===== config.mk =====
export PLATFORM = sky130hd
export DESIGN_NAME = cce_crc_unit
export DESIGN_NICKNAME = d
export VERILOG_FILES = /design/src/cce_pkg.sv /design/src/cce_crc_unit.sv
export SDC_FILE = /design/constraint.sdc
export NUM_CORES = 1
export LEC_CHECK = 0
export ABC_AREA = 0
export BUFFER_PORTS_ARGS = -buffer_cell sky130_fd_sc_hd__buf_4
export CAP_MARGIN = 20
export CORE_MARGIN = 2
export CORE_UTILIZATION = 64
export DETAILED_ROUTE_END_ITERATION = 16
export PLACE_DENSITY = 0.86
export SLEW_MARGIN = 20
export SYNTH_ARGS = -nofsm -noshare
export SYNTH_HDL_FRONTEND = slang
export SYNTH_SLANG_ARGS = --single-unit

===== constraint.sdc =====
create_clock -name core_clk_in -period 8.05 [get_ports core_clk_in]
set_input_delay 1.2075 -clock core_clk_in [delete_from_list [all_inputs] [get_ports core_clk_in]]
set_output_delay 1.2075 -clock core_clk_in [all_outputs]
set_load 0.01 [all_outputs]

===== src/cce_pkg.sv =====
// constants, register map and types shared by the crc engine
package cce_pkg;

  // ***************************************************************
  // register byte offsets on the ahb-lite slave
  // ***************************************************************
  localparam logic [7:0]  CONTROL_OFS       = 8'h00;  // crc_control
  localparam logic [7:0]  BYTE_INPUT_OFS    = 8'h04;  // crc_byte_input
  localparam logic [7:0]  RESULT_PORT_OFS   = 8'h08;  // result_byte_port
  localparam logic [7:0]  AUTO_CONTROL_OFS  = 8'h0C;  // flash_auto_control
  localparam logic [7:0]  SECTOR_COUNT_OFS  = 8'h10;  // flash_sector_count
  localparam logic [7:0]  BIT_REVERSE_OFS   = 8'h14;  // bit mirror register

  // ***************************************************************
  // field positions
  // ***************************************************************
  localparam int          CTL_WIDTH_BIT     = 4;      // poly_width_select
  localparam int          CTL_INIT_BIT      = 3;      // result_init_strobe
  localparam int          CTL_PRESET_BIT    = 2;      // preset_value_select
  localparam int          CTL_PTR_LSB       = 0;      // result_byte_pointer
  localparam int          AUTO_EN_BIT       = 7;      // flash_auto_enable
  localparam int          AUTO_PAGE_W       = 6;      // start page field width

  // ***************************************************************
  // reset values
  // ***************************************************************
  localparam logic [31:0] RESULT_RESET      = 32'h00000000;
  localparam logic [7:0]  BYTE_RESET        = 8'h00;
  localparam logic [1:0]  PTR_RESET         = 2'h0;

  // ***************************************************************
  // polynomials, presets, sector geometry
  // ***************************************************************
  localparam logic [15:0] POLY16            = 16'h1021;
  localparam logic [31:0] POLY32            = 32'h04C11DB7;
  localparam logic [31:0] POLY32_REFL       = 32'hEDB88320;
  localparam logic [31:0] PRESET_ZEROS      = 32'h00000000;
  localparam logic [31:0] PRESET_ONES       = 32'hFFFFFFFF;
  localparam int          SECTOR_BYTES      = 512;
  localparam int          SECTOR_SHIFT      = 9;      // log2 of sector bytes
  localparam int          BITS_PER_BYTE     = 8;

  // ***************************************************************
  // state types
  // ***************************************************************
  typedef enum logic [1:0] {
    CCE_BUS_IDLE,
    CCE_BUS_WRITE,
    CCE_BUS_READ_WAIT,
    CCE_BUS_READ_DONE
  } cce_bus_state_t;

  typedef enum logic {
    CCE_AUTO_IDLE,
    CCE_AUTO_FETCH
  } cce_auto_state_t;

endpackage


===== src/cce_crc_unit.sv =====
// byte-serial crc16 / reflected crc32 engine with ahb-lite registers and flash walk
`timescale 1ns/1ps

module cce_crc_unit #(
  parameter int FLASH_ADDR_W = 14,   // flash byte address width
  parameter int SECTOR_CNT_W = 8     // width of the sector count register
) (
  input  wire logic                    core_clk_in,      // system clock, 125 mhz
  input  wire logic                    reset_in,         // async reset, active high
  input  wire logic                    hsel_in,          // ahb slave select
  input  wire logic [31:0]             haddr_in,         // ahb address
  input  wire logic [1:0]              htrans_in,        // ahb transfer type
  input  wire logic                    hwrite_in,        // ahb write
  input  wire logic [2:0]              hsize_in,         // ahb size, word only
  input  wire logic [31:0]             hwdata_in,        // ahb write data
  input  wire logic                    hready_in,        // ahb bus ready
  output logic                         hreadyout_out,    // ahb slave ready
  output logic                         hresp_out,        // ahb response, always okay
  output logic [31:0]                  hrdata_out,       // ahb read data
  output logic                         flash_req_out,    // flash byte read request
  output logic [FLASH_ADDR_W-1:0]      flash_addr_out,   // flash byte address
  input  wire logic [7:0]              flash_rdata_in,   // flash byte data
  input  wire logic                    flash_rvalid_in,  // flash data valid pulse
  output logic                         cpu_stall_out     // hold cpu during auto run
);

  // countdown wide enough for the largest sector count times the sector size
  localparam int BYTE_CNT_W = SECTOR_CNT_W + cce_pkg::SECTOR_SHIFT;

  // ***************************************************************
  // helper functions
  // ***************************************************************

  // folds one byte into the result in the selected mode
  function automatic logic [31:0] crc_fold(input logic [31:0] acc,
                                           input logic [7:0]  din,
                                           input logic        w16);
    logic [31:0] a;
    integer      i;
    a = acc;
    // 16-bit folds keep the upper half at zero so a width change reads clean
    if (w16) begin
      a[31:16] = 16'h0000;
      a[15:8]  = a[15:8] ^ din;
      for (i = 0; i < cce_pkg::BITS_PER_BYTE; i = i + 1) begin
        if (a[15]) begin
          a[15:0] = {a[14:0], 1'b0} ^ cce_pkg::POLY16;
        end else begin
          a[15:0] = {a[14:0], 1'b0};
        end
      end
    end else begin
      // reflected form: the low bit decides, shifts run toward bit 0
      a[7:0] = a[7:0] ^ din;
      for (i = 0; i < cce_pkg::BITS_PER_BYTE; i = i + 1) begin
        if (a[0]) begin
          a = {1'b0, a[31:1]} ^ cce_pkg::POLY32_REFL;
        end else begin
          a = {1'b0, a[31:1]};
        end
      end
    end
    return a;
  endfunction

  // mirrors the bit order of a byte
  function automatic logic [7:0] bit_mirror(input logic [7:0] din);
    logic [7:0] r;
    integer     i;
    r = 8'h00;
    for (i = 0; i < 8; i = i + 1) begin
      r[i] = din[7-i];
    end
    return r;
  endfunction

  // maps the pointer to a result byte index
  function automatic logic [1:0] byte_index(input logic [1:0] ptr,
                                            input logic       w16);
    logic [1:0] idx;
    idx = ptr;
    // limitation: upper result bytes cannot be reached by pointer in 16-bit mode
    if (w16) begin
      idx = {1'b0, ptr[0]};
    end
    return idx;
  endfunction

  // ***************************************************************
  // state
  // ***************************************************************
  cce_pkg::cce_bus_state_t              bus_state;
  cce_pkg::cce_bus_state_t              next_bus_state;
  cce_pkg::cce_auto_state_t             auto_state;
  cce_pkg::cce_auto_state_t             next_auto_state;
  logic [7:0]                           bus_ofs;
  logic [7:0]                           next_bus_ofs;
  logic [31:0]                          rdata;
  logic [31:0]                          next_rdata;
  logic [31:0]                          result;
  logic [31:0]                          next_result;
  logic                                 width_sel;
  logic                                 next_width_sel;
  logic                                 preset_sel;
  logic                                 next_preset_sel;
  logic [1:0]                           ptr;
  logic [1:0]                           next_ptr;
  logic [7:0]                           last_input;
  logic [7:0]                           next_last_input;
  logic                                 auto_en;
  logic                                 next_auto_en;
  logic [cce_pkg::AUTO_PAGE_W-1:0]      start_page;
  logic [cce_pkg::AUTO_PAGE_W-1:0]      next_start_page;
  logic [SECTOR_CNT_W-1:0]              sector_count;
  logic [SECTOR_CNT_W-1:0]              next_sector_count;
  logic [7:0]                           mirror;
  logic [7:0]                           next_mirror;
  logic [FLASH_ADDR_W-1:0]              faddr;
  logic [FLASH_ADDR_W-1:0]              next_faddr;
  logic [BYTE_CNT_W-1:0]                bytes_left;
  logic [BYTE_CNT_W-1:0]                next_bytes_left;

  // decode and handshake helpers, all combinational; accept decodes the bus inputs, the rest come from flops
  logic                                 busy;
  logic                                 accept;
  logic                                 write_done;
  logic                                 read_capture;
  logic [1:0]                           sel_idx;
  logic [7:0]                           sel_byte;

  // ***************************************************************
  // bus handshake and decode helpers
  // ***************************************************************

  // busy stalls any data phase so the cpu cannot run on mid-walk
  assign busy          = (auto_state == cce_pkg::CCE_AUTO_FETCH);
  assign accept        = hsel_in && htrans_in[1] && hready_in;
  assign write_done    = (bus_state == cce_pkg::CCE_BUS_WRITE) && !busy;
  assign read_capture  = (bus_state == cce_pkg::CCE_BUS_READ_WAIT) && !busy;
  assign sel_idx       = byte_index(ptr, width_sel);
  assign sel_byte      = result[{sel_idx, 3'b000} +: 8];

  // reads always take at least one wait state so the pointer is settled first
  always_comb begin
    case (bus_state)
      cce_pkg::CCE_BUS_WRITE:     hreadyout_out = !busy;
      cce_pkg::CCE_BUS_READ_WAIT: hreadyout_out = 1'b0;
      default:                    hreadyout_out = 1'b1;
    endcase
  end

  // no error responses: every transfer completes, at worst after the walk
  assign hresp_out      = 1'b0;
  assign hrdata_out     = rdata;
  assign flash_req_out  = busy;
  assign flash_addr_out = faddr;
  assign cpu_stall_out  = busy;

  // ***************************************************************
  // next-state logic
  // ***************************************************************

  // one process for bus, registers and flash walk, so no byte is folded twice
  always_comb begin
    // every value holds unless a path below changes it
    next_bus_state    = bus_state;
    next_auto_state   = auto_state;
    next_bus_ofs      = bus_ofs;
    next_rdata        = rdata;
    next_result       = result;
    next_width_sel    = width_sel;
    next_preset_sel   = preset_sel;
    next_ptr          = ptr;
    next_last_input   = last_input;
    next_auto_en      = auto_en;
    next_start_page   = start_page;
    next_sector_count = sector_count;
    next_mirror       = mirror;
    next_faddr        = faddr;
    next_bytes_left   = bytes_left;

    // data phase of a write
    if (write_done) begin
      next_bus_state = cce_pkg::CCE_BUS_IDLE;
      case (bus_ofs)
        cce_pkg::CONTROL_OFS: begin
          next_width_sel  = hwdata_in[cce_pkg::CTL_WIDTH_BIT];
          next_preset_sel = hwdata_in[cce_pkg::CTL_PRESET_BIT];
          next_ptr        = hwdata_in[cce_pkg::CTL_PTR_LSB +: 2];
          if (hwdata_in[cce_pkg::CTL_INIT_BIT]) begin
            // preset taken from this same write; pointer untouched by init
            next_result = hwdata_in[cce_pkg::CTL_PRESET_BIT] ?
                          cce_pkg::PRESET_ONES : cce_pkg::PRESET_ZEROS;
          end
          // any control write launches the walk once armed
          if (auto_en && (sector_count != '0)) begin
            next_auto_state = cce_pkg::CCE_AUTO_FETCH;
            next_faddr      = FLASH_ADDR_W'({start_page, {cce_pkg::SECTOR_SHIFT{1'b0}}});
            next_bytes_left = BYTE_CNT_W'({sector_count, {cce_pkg::SECTOR_SHIFT{1'b0}}} - 1);
          end
        end
        cce_pkg::BYTE_INPUT_OFS: begin
          next_last_input = hwdata_in[7:0];
          next_result     = crc_fold(result, hwdata_in[7:0], width_sel);
        end
        cce_pkg::RESULT_PORT_OFS: begin
          next_result[{sel_idx, 3'b000} +: 8] = hwdata_in[7:0];
          next_ptr                            = ptr + 2'h1;
        end
        cce_pkg::AUTO_CONTROL_OFS: begin
          next_auto_en    = hwdata_in[cce_pkg::AUTO_EN_BIT];
          next_start_page = hwdata_in[cce_pkg::AUTO_PAGE_W-1:0];
        end
        cce_pkg::SECTOR_COUNT_OFS: begin
          next_sector_count = hwdata_in[SECTOR_CNT_W-1:0];
        end
        cce_pkg::BIT_REVERSE_OFS: begin
          next_mirror = bit_mirror(hwdata_in[7:0]);
        end
        default: begin
          next_bus_state = cce_pkg::CCE_BUS_IDLE;                     // unmapped write dropped
        end
      endcase
    end

    // read data captured into a flop, shown in the following cycle
    if (read_capture) begin
      next_bus_state = cce_pkg::CCE_BUS_READ_DONE;
      case (bus_ofs)
        cce_pkg::CONTROL_OFS: begin
          next_rdata = {27'h0, width_sel, 1'b0, preset_sel, ptr};
        end
        cce_pkg::BYTE_INPUT_OFS: begin
          next_rdata = {24'h0, last_input};
        end
        cce_pkg::RESULT_PORT_OFS: begin
          next_rdata = {24'h0, sel_byte};
          next_ptr   = ptr + 2'h1;
        end
        cce_pkg::AUTO_CONTROL_OFS: begin
          next_rdata = 32'({auto_en, 1'b0, start_page});
        end
        cce_pkg::SECTOR_COUNT_OFS: begin
          next_rdata = 32'(sector_count);
        end
        cce_pkg::BIT_REVERSE_OFS: begin
          next_rdata = {24'h0, mirror};
        end
        default: begin
          // unmapped offsets read as zero
          next_rdata = 32'h00000000;
        end
      endcase
    end

    // read data phase ends; idle follows unless a new address is taken
    if (bus_state == cce_pkg::CCE_BUS_READ_DONE) begin
      next_bus_state = cce_pkg::CCE_BUS_IDLE;
    end

    // new address phase, taken when selected with an active transfer and the bus ready
    // placed after the write and read paths so a back-to-back address phase wins over the idle return
    if (accept) begin
      next_bus_ofs   = haddr_in[7:0];
      next_bus_state = hwrite_in ? cce_pkg::CCE_BUS_WRITE : cce_pkg::CCE_BUS_READ_WAIT;
    end

    // flash walk: one byte per valid, address held until it arrives
    // trade-off: no prefetch, so a slow flash sets the pace of the whole walk
    if (busy && flash_rvalid_in) begin
      next_result = crc_fold(result, flash_rdata_in, width_sel);
      next_faddr  = faddr + FLASH_ADDR_W'(1);
      if (bytes_left == '0) begin
        next_auto_state = cce_pkg::CCE_AUTO_IDLE;
      end else begin
        next_bytes_left = bytes_left - BYTE_CNT_W'(1);
      end
    end
  end

  // ***************************************************************
  // registers
  // ***************************************************************

  // result holds its value unless one of the paths above changes it
  // every reset value is a constant; there is no synchronous clear path
  always_ff @(posedge core_clk_in or posedge reset_in) begin
    if (reset_in) begin
      bus_state    <= cce_pkg::CCE_BUS_IDLE;
      auto_state   <= cce_pkg::CCE_AUTO_IDLE;
      bus_ofs      <= 8'h00;
      rdata        <= 32'h00000000;
      result       <= cce_pkg::RESULT_RESET;
      width_sel    <= 1'b0;
      preset_sel   <= 1'b0;
      ptr          <= cce_pkg::PTR_RESET;
      last_input   <= cce_pkg::BYTE_RESET;
      auto_en      <= 1'b0;
      start_page   <= '0;
      sector_count <= '0;
      mirror       <= cce_pkg::BYTE_RESET;
      faddr        <= '0;
      bytes_left   <= '0;
    end else begin
      bus_state    <= next_bus_state;
      auto_state   <= next_auto_state;
      bus_ofs      <= next_bus_ofs;
      rdata        <= next_rdata;
      result       <= next_result;
      width_sel    <= next_width_sel;
      preset_sel   <= next_preset_sel;
      ptr          <= next_ptr;
      last_input   <= next_last_input;
      auto_en      <= next_auto_en;
      start_page   <= next_start_page;
      sector_count <= next_sector_count;
      mirror       <= next_mirror;
      faddr        <= next_faddr;
      bytes_left   <= next_bytes_left;
    end
  end

endmodule


==> impl_metrics.py <==
metrics = {
    "synthesis": {
        "synthArstFlopShare_pct": 100.0,
        "ys_types": 75,
        "synthTopCellsByCount": "xnor2_1 (130), dfrtp_1 (117), o21ai_0 (87)",
        "syn_area_mm2": 0.009356,
        "syn_area_per_cell_um2": 9.137,
        "synth-edff-count": 0,
        "synth-seq-cells": 117,
        "synth_top_area_share_pct": 31.29,
        "synth_most_common_cell": "xnor2_1",
        "synth_area_leaders": "dfrtp_1 (31%), xnor2_1 (12%), mux2_2 (4.7%), o21ai_0 (4.7%), xnor3_1 (3.9%)",
        "yosysSeqAreaShare_pct": 31.29,
        "ys_warn_count": 0,
        "synth_flop_cell": "dfrtp_1",
        "syn_inst": 1024,
        "yosysTopAreaCell": "dfrtp_1",
    },
    "place": {
        "port_buffers": 55,
        "place_inst": 1200,
        "place_congestion": 1.045,
        "placed_area_mm2": 0.009691,
        "hpwl_um": 19190,
    },
    "setup_path": {
        "worstReg2RegStart": "bus_ofs[4]$_DFFE_PP0P_",
        "required_ns": 8.35,
        "critPathTopFamily": "simple AND/OR/NAND/NOR gates",
        "cp_max_fo": 13,
        "arrival_ns": 3.87,
        "end_kind": "flop",
        "crit_type": "flop to flop",
        "r2r_setup_slack_ns": 4.49,
        "worstReg2RegEnd": "result[27]$_DFFE_PP0P_",
        "r2r_cells": 6,
        "cpMaxStageDelayCell": "nor4_1",
        "start_kind": "flop",
        "path_common_cell": "nand2_1",
        "cp_cell_sequence": "nor4_1 > nand2_1 > a2111oi_4 > nand2_1 > a221oi_1 > nor2_1",
        "slowest_delay_ns": 0.90,
        "crit_buf_inv": 0,
    },
    "clocking": {
        "clock_sinks": 117,
        "hold_buffers": 0,
        "cts_made_buffers": 17,
        "cts-root-buf": "clkbuf_16",
        "cts_tree": "built",
        "h-tree-depth": 4,
        "clk_pin_slew_ns": 0.06,
        "cts_resized": 0,
        "cts_setup_buffers": 0,
        "worstSkewPairLatency_ns": 0.43,
        "clk_path_buf_depth": 2,
    },
    "sta": {
        "rsz0062_at_grt": "false",
        "maxSlewHeadroom_pct": 27.49,
        "finalClockSkew_ns": 0.01000,
        "finalSetupViolCount": 0,
        "finalSetupTns_ns": 0,
        "period_share_pct": 44.28,
        "slew_viol_final": 0,
        "timing.hold.ws_ns": 0.4884,
        "tightest_slew_ns": 1.080,
        "period_minus_slack_ns": 3.564,
        "clock.fmax_mhz": 280.6,
        "hold_viol_final": 0,
    },
    "power": {
        "peakVddDrop_uv": 234.8,
        "leakage_nw": 4.166,
        "power_density_mw_per_mm2": 421.5,
        "power_mw": 4.369,
    },
    "detailed_routing": {
        "top_layer_used": "met4",
        "met1Wirelength_um": 10820,
        "first_pass_iters": 5,
        "wl_met3_um": 3347,
        "wl_met2_um": 12430,
        "via_per_inst": 6.767,
        "postRouteAntennaNets": 0,
        "remaining_drc_errors": 0,
        "dr.first_iter.drc_count": 1291,
        "wl_per_cell_um": 22.75,
        "via_count": 8337,
        "routed_wl_um": 28020,
    },
    "cells_and_area": {
        "final_area_mm2": 0.01037,
        "diodes": 0,
        "syn_to_final_growth_pct": 10.79,
        "multi_input_area_mm2": 0.005959,
        "seqCellArea_mm2": 0.002929,
        "nNetsFinal": 1128,
        "stdcell_count": 1232,
        "fillerInstances": 1031,
        "drive_above_1_share_pct": 16.22,
    },
    "status": {
        "status": "complete, no violations",
    },
    "worst_hold_path": {
        "whs_endpoint": "mirror[5]$_DFFE_PP0P_",
        "min_from": "mirror[5]$_DFFE_PP0P_",
        "hold_depth": 2,
        "worstHoldPathType": "flop to flop",
    },
    "die": {
        "dieArea_mm2": 0.01560,
        "io_pins": 133,
        "core-area_mm2": 0.01442,
        "fp.dieW_um": 124.9,
        "initial_core_util_pct": 64.87,
        "std_cell_rows": 44,
        "dieHeight_um": 124.9,
    },
    "global_routing": {
        "grt_max_degree": 63,
        "overflow": 0,
        "grt_pass1_vias": 7872,
        "grt_pass1_wl_um": 43870,
        "grt_usage_pct": 36.09,
        "antenna_found_initial": 0,
    },
    "run": {
        "drv_cap": 0,
    },
}
==> power breakdown <==
group          total (mW)  switching [mW]  internal (mW)
Combinational        2.54            1.29           1.25
Sequential          0.971           0.266          0.705
Clock               0.862           0.287          0.575
==> kinds of logic after synthesis <==
logic type	Yosys count	share of synthesized area, %
AOI/OAI and AO/OA	258	17.50
and+or+nand+nor	256	13.33
DFF	117	31.29
adders and majority gates	10	1.337
muxes	72	9.160
xor gates and xnor gates	190	21.26
other	1	0.04008
buffers and inverters	120	6.071
==> worst reg2reg max path, stage by stage (launching register included) <==
cell and delay [ns]:
dfrtp_1 0.40, nor4_1 0.90, nand2_1 0.24, a2111oi_4 0.71
nand2_1 0.63, a221oi_1 0.47, nor2_1 0.09
==> worst max path at each step <==
| stage | slack (ns) | cells after the start | from | endpoint |
|---|---|---|---|---|
| floorplan | 3.74 | 1 | reset_in | auto_en$_DFFE_PP0P_ |
| global placement | 4.55 | 7 | hwdata_in[0] | result[13]$_DFFE_PP0P_ |
| detailed placement | 4.47 | 7 | hwdata_in[0] | result[13]$_DFFE_PP0P_ |
| CTS | 4.62 | 6 | bus_ofs[4]$_DFFE_PP0P_ | result[27]$_DFFE_PP0P_ |
| global route | 4.28 | 6 | bus_ofs[4]$_DFFE_PP0P_ | result[27]$_DFFE_PP0P_ |
| finish | 4.49 | 6 | bus_ofs[4]$_DFFE_PP0P_ | result[27]$_DFFE_PP0P_ |
==> cells in the final DEF, fill, tap and decap left out, drive strengths merged, types with 4 or more instances in the layout <==
| cell type | count |
|---|---|
| a311oi | 6 |
| dfrtp | 117 |
| inv | 23 |
| a211oi | 9 |
| and2 | 4 |
| a22oi | 9 |
| mux2 | 39 |
| nand3 | 12 |
| xor2 | 36 |
| and3 | 9 |
| conb | 25 |
| nand2b | 5 |
| a222oi | 5 |
| mux4 | 7 |
| nor2 | 67 |
| nor2b | 25 |
| nand2 | 80 |
| bufinv | 5 |
| o22ai | 19 |
| ha | 10 |
| buf | 66 |
| a21oi | 53 |
| mux2i | 26 |
| o21ai | 87 |
| o211ai | 4 |
| nor3 | 24 |
| xnor3 | 16 |
| xnor2 | 135 |
| a31oi | 22 |
| nand4 | 4 |
| a221oi | 9 |
| clkbuf | 21 |
| nor4 | 5 |
| or4 | 5 |
==> cell type report <==
| type | instances | share of cell area, % |
|---|---|---|
| clock inverters | 11 | 1.895 |
| flip-flops and latches | 117 | 28.26 |
| clock buffers | 21 | 4.538 |
| inverters | 22 | 0.8208 |
| well taps | 184 | 2.221 |
| repair buffers | 66 | 4.780 |
| multi-input cells | 811 | 57.49 |
==> flip-flops by register name, summed over array words and instances (netlist names) <==
| name | count |
|---|---|
| start_page | 6 |
| auto_en | 1 |
| width_sel | 1 |
| bytes_left | 17 |
| mirror | 8 |
| result | 32 |
| bus_ofs | 8 |
| ptr | 2 |
| flash_addr_out | 14 |
| sector_count | 8 |
| last_input | 8 |
| cpu_stall_out | 1 |
| preset_sel | 1 |
| bus_state | 2 |
| hrdata_out | 8 |
==> metrics by stage <==
stage	utilization, %	setup WS (ns)
floorplan	-	3.742
global placement	67.18	4.548
detailed placement	67.18	4.467
CTS	71.81	4.618
global route	71.87	4.276
finish	71.87	4.486
==> per-layer routing <==
layer	GRT usage, %	up-vias
met5	0	-
met4	18.10	0
met3	9.493	114
met2	54.55	633
met1	48.37	3971
li1	-	3619
Note: power is estimated with default switching activity, not from simulation.
